## src/rtl/asg_pkg.sv

```systemverilog
package asg_pkg;
   localparam int PORT_W = 8;
   localparam logic [3:0] BANK_FG = 4'h5;
   localparam logic [3:0] BANK_H = 4'h8;
   localparam logic [7:0] OFS_F_DIR = 8'h10;
   localparam logic [7:0] OFS_F_DATA = 8'h11;
   localparam logic [7:0] OFS_G_DIR = 8'h12;
   localparam logic [7:0] OFS_G_DATA = 8'h13;
   localparam logic [7:0] OFS_CONV_CTL = 8'h15;
   localparam logic [7:0] OFS_H_DIR = 8'h10;
   localparam logic [7:0] OFS_H_DATA = 8'h11;
   localparam logic [7:0] RST_DIR = 8'hff;
   localparam logic [7:0] RST_LATCH = 8'h00;
   localparam logic [7:0] RST_CONV_CTL = 8'h00;
   localparam logic [7:0] CONV_CTL_MASK = 8'hef;
   localparam logic [3:0] PCFG_ALL_DIGITAL = 4'he;
   localparam int PCFG_LSB = 0;
   localparam int F_CH_BASE = 4;
   localparam int H_CH_BASE = 12;
   localparam int ANALOG_CH = 16;
endpackage

```

## src/rtl/asg_pin_if.sv

```systemverilog
interface asg_pin_if;
   logic [7:0] dir;
   logic [7:0] latch;
   logic [7:0] analog;
   logic [7:0] pin_in;
   logic [7:0] pin_out;
   logic [7:0] pin_oe;
   logic [7:0] read_val;
   modport ctl (output dir, latch, analog, input read_val, pin_out, pin_oe);
   modport pad (input dir, latch, analog, pin_in,
                output read_val, pin_out, pin_oe);
endinterface

```

## src/rtl/asg_pad_bank.sv

```systemverilog
module asg_pad_bank (
   asg_pin_if.pad p
);
   genvar i;
   generate
      for (i = 0; i < 8; i++) begin : g_bit
         // analog pins neither drive nor read
         assign p.pin_oe[i] = ~p.dir[i] & ~p.analog[i];
         assign p.pin_out[i] = p.latch[i];
         assign p.read_val[i] = p.analog[i] ? 1'b0 : p.pin_in[i];
      end
   endgenerate
endmodule

```

## src/rtl/asg_ports.sv

```systemverilog
// What this block does
// - direction one makes input, zero drives the latch out
// - data reads return pin levels; writes load only the latch
// - port f bit n carries analog channel n+4
// - reset leaves all port f pins analog
// - port g bits 0..3 carry channels 3..0 reversed
// - port g bit 2 negative reference, bit 3 positive reference
// - port g bit 4 capture three in, bit 5 pwm three out
// - port g bits 6,7 carry serial two data and clock
// - reset leaves port g bits 3..0 analog
// - port h bits 4..7 carry channels 12..15, low nibble digital
// - reset leaves port h bits 7..4 analog
// - all direction registers reset to all ones
module asg_ports
   import asg_pkg::*;
(
   // clock and reset
   input wire logic CLOCK,
   input wire logic RST_N,
   // banked register access
   input wire logic [3:0] BANK,
   input wire logic [7:0] ADDR,
   input wire logic WR_EN,
   input wire logic RD_EN,
   input wire logic [7:0] WR_DATA,
   output logic [7:0] RD_DATA,
   output logic RD_HIT,
   // pins
   input wire logic [7:0] F_IN,
   output logic [7:0] F_OUT,
   output logic [7:0] F_OE,
   input wire logic [7:0] G_IN,
   output logic [7:0] G_OUT,
   output logic [7:0] G_OE,
   input wire logic [7:0] H_IN,
   output logic [7:0] H_OUT,
   output logic [7:0] H_OE,
   // converter side
   output logic [15:0] ANALOG_EN,
   output logic [3:0] PORT_CONFIG,
   output logic CONV_CLK_SEL_HIGH,
   output logic CONV_CLK_SEL_LOW,
   output logic RESULT_FORMAT,
   output logic VREF_NEG_EN,
   output logic VREF_POS_EN,
   // peripheral sharing
   input wire logic CAPTURE_THREE_INPUT_ENABLE,
   output logic CAPTURE_THREE_INPUT_IN,
   input wire logic PULSE_WIDTH_THREE_OUTPUT_ENABLE,
   input wire logic PULSE_WIDTH_THREE_OUTPUT_OUT,
   input wire logic SER2_ENABLE,
   input wire logic SER2_DATA_OUT,
   input wire logic SER2_DATA_OE,
   output logic SER2_DATA_IN,
   input wire logic SER2_CLK_OUT,
   input wire logic SER2_CLK_OE,
   output logic SER2_CLK_IN,
   // converter asks to use the reference pins
   input wire logic VREF_USE_PINS
);
   logic [7:0] f_dir_reg, g_dir_reg, h_dir_reg;
   logic [7:0] f_lat_reg, g_lat_reg, h_lat_reg;
   logic [7:0] conv_ctl_reg;
   logic [7:0] rd_next;
   logic hit_next;
   logic [3:0] pcfg;
   logic [7:0] f_an, g_an, h_an;
   logic sel_fg, sel_h;

   asg_pin_if pf();
   asg_pin_if pg();
   asg_pin_if ph();

   // bank 5 for f, g and the converter control, bank 8 for h
   assign sel_fg = (BANK == BANK_FG);
   assign sel_h = (BANK == BANK_H);

   always_ff @(posedge CLOCK or negedge RST_N) begin
      if (!RST_N) begin
         f_dir_reg <= RST_DIR;
         g_dir_reg <= RST_DIR;
         h_dir_reg <= RST_DIR;
      end else if (WR_EN) begin
         if (sel_fg && ADDR == OFS_F_DIR) begin
            f_dir_reg <= WR_DATA;
         end else if (sel_fg && ADDR == OFS_G_DIR) begin
            g_dir_reg <= WR_DATA;
         end else if (sel_h && ADDR == OFS_H_DIR) begin
            h_dir_reg <= WR_DATA;
         end
      end
   end

   // writes to a data address only reach the latch
   always_ff @(posedge CLOCK or negedge RST_N) begin
      if (!RST_N) begin
         f_lat_reg <= RST_LATCH;
         g_lat_reg <= RST_LATCH;
         h_lat_reg <= RST_LATCH;
      end else if (WR_EN) begin
         if (sel_fg && ADDR == OFS_F_DATA) begin
            f_lat_reg <= WR_DATA;
         end else if (sel_fg && ADDR == OFS_G_DATA) begin
            g_lat_reg <= WR_DATA;
         end else if (sel_h && ADDR == OFS_H_DATA) begin
            h_lat_reg <= WR_DATA;
         end
      end
   end

   // reset value selects all shared pins analog
   always_ff @(posedge CLOCK or negedge RST_N) begin
      if (!RST_N) begin
         conv_ctl_reg <= RST_CONV_CTL;
      end else if (WR_EN && sel_fg && ADDR == OFS_CONV_CTL) begin
         conv_ctl_reg <= WR_DATA & CONV_CTL_MASK;
      end
   end

   assign pcfg = conv_ctl_reg[PCFG_LSB +: 4];
   // only the all-digital code releases the pins; other codes are analog
   // here, a simplification of the converter's per-channel table
   assign f_an = (pcfg == PCFG_ALL_DIGITAL) ? 8'h00 : 8'hff;
   assign g_an = (pcfg == PCFG_ALL_DIGITAL) ? 8'h00 : 8'h0f;
   assign h_an = (pcfg == PCFG_ALL_DIGITAL) ? 8'h00 : 8'hf0;

   assign pf.dir = f_dir_reg;
   assign pf.latch = f_lat_reg;
   assign pf.analog = f_an;
   assign pf.pin_in = F_IN;
   assign ph.dir = h_dir_reg;
   assign ph.latch = h_lat_reg;
   assign ph.analog = h_an;
   assign ph.pin_in = H_IN;
   assign pg.dir = g_dir_reg;
   assign pg.analog = g_an;
   assign pg.pin_in = G_IN;

   // peripheral drive overrides the latch on port g bits 5 to 7
   always_comb begin
      pg.latch = g_lat_reg;
      if (PULSE_WIDTH_THREE_OUTPUT_ENABLE) begin
         pg.latch[5] = PULSE_WIDTH_THREE_OUTPUT_OUT;
      end
      if (SER2_ENABLE) begin
         pg.latch[6] = SER2_DATA_OUT;
         pg.latch[7] = SER2_CLK_OUT;
      end
   end

   asg_pad_bank u_f (.p(pf.pad));
   asg_pad_bank u_g (.p(pg.pad));
   asg_pad_bank u_h (.p(ph.pad));

   assign F_OUT = pf.pin_out;
   assign F_OE = pf.pin_oe;
   assign H_OUT = ph.pin_out;
   assign H_OE = ph.pin_oe;
   assign G_OUT = pg.pin_out;

   always_comb begin
      G_OE = pg.pin_oe;
      if (PULSE_WIDTH_THREE_OUTPUT_ENABLE) begin
         G_OE[5] = 1'b1;
      end
      if (SER2_ENABLE) begin
         G_OE[6] = SER2_DATA_OE;
         G_OE[7] = SER2_CLK_OE;
      end
   end

   // input peripherals see the raw pin only when enabled; else capture reads 0, serial reads 1
   assign CAPTURE_THREE_INPUT_IN = CAPTURE_THREE_INPUT_ENABLE ? G_IN[4] : 1'b0;
   assign SER2_DATA_IN = SER2_ENABLE ? G_IN[6] : 1'b1;
   assign SER2_CLK_IN = SER2_ENABLE ? G_IN[7] : 1'b1;

   genvar n;
   generate
      for (n = 0; n < 8; n++) begin : g_fch
         assign ANALOG_EN[F_CH_BASE + n] = f_an[n];
      end
      for (n = 0; n < 4; n++) begin : g_gch
         assign ANALOG_EN[3 - n] = g_an[n];
         assign ANALOG_EN[H_CH_BASE + n] = h_an[4 + n];
      end
   endgenerate

   // reference pins only when analog and the converter asks for them
   assign VREF_NEG_EN = g_an[2] & VREF_USE_PINS;
   assign VREF_POS_EN = g_an[3] & VREF_USE_PINS;
   assign PORT_CONFIG = pcfg;
   assign CONV_CLK_SEL_HIGH = conv_ctl_reg[7];
   assign CONV_CLK_SEL_LOW = conv_ctl_reg[6];
   assign RESULT_FORMAT = conv_ctl_reg[5];

   // pins sampled at the read request, answered one cycle later
   always_comb begin
      rd_next = 8'h00;
      hit_next = 1'b1;
      if (sel_fg && ADDR == OFS_F_DIR) begin
         rd_next = f_dir_reg;
      end else if (sel_fg && ADDR == OFS_F_DATA) begin
         rd_next = pf.read_val;
      end else if (sel_fg && ADDR == OFS_G_DIR) begin
         rd_next = g_dir_reg;
      end else if (sel_fg && ADDR == OFS_G_DATA) begin
         rd_next = pg.read_val;
      end else if (sel_fg && ADDR == OFS_CONV_CTL) begin
         rd_next = conv_ctl_reg;
      end else if (sel_h && ADDR == OFS_H_DIR) begin
         rd_next = h_dir_reg;
      end else if (sel_h && ADDR == OFS_H_DATA) begin
         rd_next = ph.read_val;
      end else begin
         hit_next = 1'b0;
      end
   end

   always_ff @(posedge CLOCK or negedge RST_N) begin
      if (!RST_N) begin
         RD_DATA <= 8'h00;
         RD_HIT <= 1'b0;
      end else if (RD_EN) begin
         RD_DATA <= rd_next;
         RD_HIT <= hit_next;
      end else begin
         RD_HIT <= 1'b0;
      end
   end
endmodule

```

## config.mk

```make
export PLATFORM = sky130hd
export DESIGN_NAME = asg_ports
export DESIGN_NICKNAME = d
export VERILOG_FILES = /design/src/rtl/asg_pkg.sv /design/src/rtl/asg_pin_if.sv /design/src/rtl/asg_pad_bank.sv /design/src/rtl/asg_ports.sv
export SDC_FILE = /design/constraint.sdc
export NUM_CORES = 1
export LEC_CHECK = 0
export ABC_AREA = 0
export BUFFER_PORTS_ARGS = -buffer_cell sky130_fd_sc_hd__buf_4
export CAP_MARGIN = 0
export CORE_MARGIN = 3
export CORE_UTILIZATION = 25
export DETAILED_ROUTE_END_ITERATION = 7
export PLACE_DENSITY = 0.53
export REMOVE_ABC_BUFFERS = 1
export SKIP_CTS_REPAIR_TIMING = 1
export SYNTH_ARGS = -nofsm -noshare
export SYNTH_HDL_FRONTEND = slang
export SYNTH_SLANG_ARGS = --single-unit
```

## constraint.sdc

```tcl
create_clock -name CLOCK -period 1.9 [get_ports CLOCK]
set_input_delay 0.285 -clock CLOCK [delete_from_list [all_inputs] [get_ports CLOCK]]
set_output_delay 0.285 -clock CLOCK [all_outputs]
set_load 0.005 [all_outputs]
```

### Yosys cells after proc, flatten, opt, wreduce, memory -nomap -nowiden

Index checks and enable logic that the tools add are counted.
W data, S select, Z words.

* register bits: 64
* input port bits: 57
* output and inout port bits: 85
* logic and storage cells: 159

* equal/unequal tests: 8
* mux-type cells: 49
* bitwise gates (word level): 78
* reduce and logical (&&, ||, !) cells: 15

Operators by type and width (number)
* $mux W8: 9
* $not A1 Y1: 48
* $eq A8 B5 Y1 const B: 5
* $mux W1: 37
* $and A1 B1 Y1: 26
* $logic_and A1 B1 Y1: 9
* $eq A4 B4 Y1 const B: 2
* $reduce_and A4 Y1: 2
* $reduce_and A3 Y1: 2
* $eq A4 B3 Y1 const B: 1
* $mux W2: 2
* $mux W4: 1
* $not A1 Y1 const A: 4
* $reduce_and A2 Y1: 2

### Logic depth before layout (Yosys ltp)

* word-level depth: 10
* gate-level depth with buffers: 8
* depth with buffers taken out: 5

### Cells and area by module

Synthesis repeated with hierarchy kept, for this count alone.

* cells, all modules: 342
* area, all modules: 3753.6 um^2

By module, submodules not included
* asg_ports: instances 1, cells an instance 270, area each 3333.2 um^2, seq. area each 1631.6 um^2
* asg_pad_bank: instances 3, cells an instance 24, area each 140.1 um^2, seq. area each 0.0 um^2

### Worst setup path before layout

No wires, ideal clock.

* path type: in2reg
* from: input ADDR[5]
* to: register conv_ctl_reg[0]
* library setup time: 125 ps
* arrival time: 1866 ps
* data required time: 1775 ps
* path slack: -91 ps
* stages on the path: 4
* path buffers: 0
* cell sequence: or4b_4 > or3_1 > nor2_2 > mux2_2

* longest elaborated chain between the ends: 2

RTL lines
* start: declaration: RTL line asg_ports.sv:22 `input wire logic [7:0] ADDR,`
* $eq A8 B5 Y1: RTL line asg_ports.sv:115 `end else if (WR_EN && sel_fg && ADDR == OFS_CONV_CTL) begin`
* $logic_and A1 B1 Y1: RTL line asg_ports.sv:115
* end signal: assignment: RTL line asg_ports.sv:116 `conv_ctl_reg <= WR_DATA & CONV_CTL_MASK;`
* end: declaration: RTL line asg_ports.sv:63 `logic [7:0] conv_ctl_reg;`

No other way between the ends.
A chain may end at the register's enable or synchronous reset.

### Final worst setup path

* from: register conv_ctl_reg[0]
* to: output VREF_NEG_EN

* longest elaborated chain between the ends: 3

RTL lines
* $eq A4 B4 Y1: RTL line asg_ports.sv:124 `assign g_an = (pcfg == PCFG_ALL_DIGITAL) ? 8'h00 : 8'h0f;`
* $mux W4: RTL line asg_ports.sv:124
* $and A1 B1 Y1: RTL line asg_ports.sv:189 `assign VREF_NEG_EN = g_an[2] & VREF_USE_PINS;`
* end: declaration: RTL line asg_ports.sv:44 `output logic VREF_NEG_EN,`

No other way between the ends.

==> results.sh <==
export IMPL_firstDrtPassIters=4
export IMPL_placed_cells=636
export IMPL_crit_type="flip-flop to output port"
export IMPL_total_leakage_power_uw=0.00249
export IMPL_start_kind="flip-flop"
export IMPL_synth_top_family_by_area="multiplexers"
export IMPL_end_kind="output port"
export IMPL_hp_start="ADDR[3]"
export IMPL_multi_input_area_um2=1650
export IMPL_hpwl_um=8740
export IMPL_synth_yosys_seq_area_share_pct=46.2
export IMPL_finalHoldViolCount=0
export IMPL_fillCellCount=1335
export IMPL_clk_pin_slew_ns=0.06
export IMPL_cts_buffers=9
export IMPL_grt_pass1_wl_um=18200
export IMPL_powerDensity_nw_per_um2=680
export IMPL_min_period_ns=1.83
export IMPL_antenna_found_initial=0
export IMPL_clkLatencyLatePin_ns=0.33
export IMPL_antenna_cells=0
export IMPL_route_vias_total=3059
export IMPL_grt_ovfl_total=0
export IMPL_layout_cells_non_filler=655
export IMPL_fp_dieW_um=125
export IMPL_drv_slew=0
export IMPL_path_max_fanout=15
export IMPL_cp_required_ns=1.62
export IMPL_ir_drop_v=0.000369
export IMPL_worstMarginPinSlew_ns=0.471
export IMPL_boundaryPins=142
export IMPL_synth_xor_area_share_pct=0
export IMPL_synth_simple_gate_area_share_pct=14.6
export IMPL_cts_tree="yes"
export IMPL_via_per_inst=4.67
export IMPL_track_usage_pct=14.7
export IMPL_cts_buffer_depth=2
export IMPL_cap_viol_max_count=0
export IMPL_synthesis_area_um2=3530
export IMPL_drc=0
export IMPL_nets=531
export IMPL_place_congestion=0.840
export IMPL_startpoint="conv_ctl_reg[0]"
export IMPL_crit_arrival_ns=1.55
export IMPL_row_count=42
export IMPL_yosysWarnings=0
export IMPL_synth_fa_ha_area_share_pct=0
export IMPL_status="finished clean"
export IMPL_drive_gt1_share_pct=57.8
export IMPL_rsz0062_at_grt="yes"
export IMPL_clock_skew_ns=0.00568
export IMPL_ys_seq_elements=64
export IMPL_syn_inst=332
export IMPL_avgSynthCellArea_um2=10.6
export IMPL_min_path_type="input port to flip-flop"
export IMPL_fin_crit_sh_pct=96.5
export IMPL_wl_um=11600
export IMPL_fin_setup_tns_ns=0
export IMPL_core_region_area_um2=13500
export IMPL_r2r_start="conv_ctl_reg[0]"
export IMPL_clock_root_buffer="clkbuf_16"
export IMPL_drt_iter0_markers=136
export IMPL_setup_violations=0
export IMPL_rrSetupSlack_ns=0.27
export IMPL_cts_sinks=64
export IMPL_die_y_um=125
export IMPL_max_freq_mhz=545
export IMPL_die_area_um2=15600
export IMPL_wl_per_cell_um=17.8
export IMPL_holdWs_ns=0.219
export IMPL_synthTopCellsByArea="dfrtp_1 28%, mux2_2 19%, dfstp_2 18%"
export IMPL_seq_area_um2=1630
export IMPL_finalCoreUtilization_pct=38.4
export IMPL_ant_nets=0
export IMPL_yosysTopAreaCell="dfrtp_1"
export IMPL_htreeDepth=3
export IMPL_ys_types=41
export IMPL_grt_pass1_vias=3227
export IMPL_syn_to_final_growth_pct=46.8
export IMPL_initial_core_util_pct=26.1
export IMPL_grt_max_degree=37
export IMPL_relSlewSlack_pct=68.3
export IMPL_muxShareOfSynthArea_pct=19.9
export IMPL_synth_top_area_share_pct=28.4
export IMPL_portBuffers=141
export IMPL_synth_compound_gate_area_share_pct=12.0
## cell usage after synthesis (all sizes together)
cell     number
nor2         30
nand2b       13
nand4         3
inv          10
clkbuf       12
buf          24
mux2         58
o2bb2ai       6
nand2        15
dfstp        24
nand3        10
nand3b        2
nor2b         2
and4b         1
o22ai         5
nor3          3
dfrtp        40
a21boi        4
or3           1
or4bb         1
and2          3
a31oi         1
a21oi        16
nor4bb        1
o221ai        7
clkinv        1
a211oi        7
mux2i         5
or4           2
or4b          1
nor4          1
o21ai        19
nor4b         4
## power breakdown
part / internal (µW) / switching, µW
clock: 1180 / 604
sequential: 1380 / 10.3
combinational: 173 / 168
## layer usage
layer  track usage, %  vias up  wire [µm]
li1                 -     1465          -
met1             19.6     1473       5190
met2             23.6      111       5580
met3             3.47       10        713
met4             4.53        0        148
met5                0        -          0
## placed cells by master (no fill, tap or decap), types with 2 or more instances in the layout
cell	count
a211oi_1	4
a211oi_2	3
a21boi_0	4
a21oi_1	16
and2_1	2
buf_12	3
buf_4	161
bufinv_16	2
clkbuf_16	10
clkinv_2	2
dfrtp_1	40
dfstp_2	24
inv_1	10
mux2_2	58
mux2i_1	5
nand2_1	14
nand2b_1	13
nand3_1	9
nand4_1	3
nor2_1	29
nor2b_1	2
nor3_1	3
nor4b_1	3
o21ai_0	19
o221ai_1	7
o22ai_1	5
o2bb2ai_1	6
or4_4	2
## critical path, stage by stage (launching register included)
cell	delay [ns]
dfrtp_1	0.41
and4b_1	0.30
inv_2	0.07
buf_12	0.15
and2_4	0.16
buf_4	0.13
## final cells by class
class / instances / area share (%)
Clock inverter: 5 / 1.52
Multi-Input combinational cell: 221 / 31.9
Tap cell: 176 / 4.25
Clock buffer: 11 / 4.68
Sequential cell: 64 / 31.5
Inverter: 11 / 0.797
Timing Repair Buffer: 167 / 25.4
## logic make-up (layout without fill, tap and decap cells)
| group | count (synthesis) | in the layout |
|---|---|---|
| AO/OA/AOI/OAI | 65 | 65 |
| AND/OR/NAND/NOR | 93 | 93 |
| flip-flops | 64 | 64 |
| multiplexers | 63 | 63 |
| buffers and inverters | 47 | 194 |
## final timing paths
kind	endpoint	depth (start not counted)
setup / recovery	VREF_NEG_EN	5
hold / removal	RD_HIT	2
setup reg to reg	RD_DATA[3]	7
hold reg to reg	g_lat_reg[6]	1
max in group asynchronous	h_dir_reg[0]	3
min in group asynchronous	g_lat_reg[7]	2
## per-stage QoR
step / worst slack (ns) / area [µm²] / power [µW]
after floorplan: -0.471 / 3310 / 1500
after global placement: -0.238 / 4800 / 1750
after detailed placement: -0.292 / 4800 / 1760
after CTS: -0.0633 / 5120 / 3570
after global routing: -0.00550 / 5180 / 3660
final: 0.0668 / 5180 / 3520
Power figures use the tool's default switching activity.
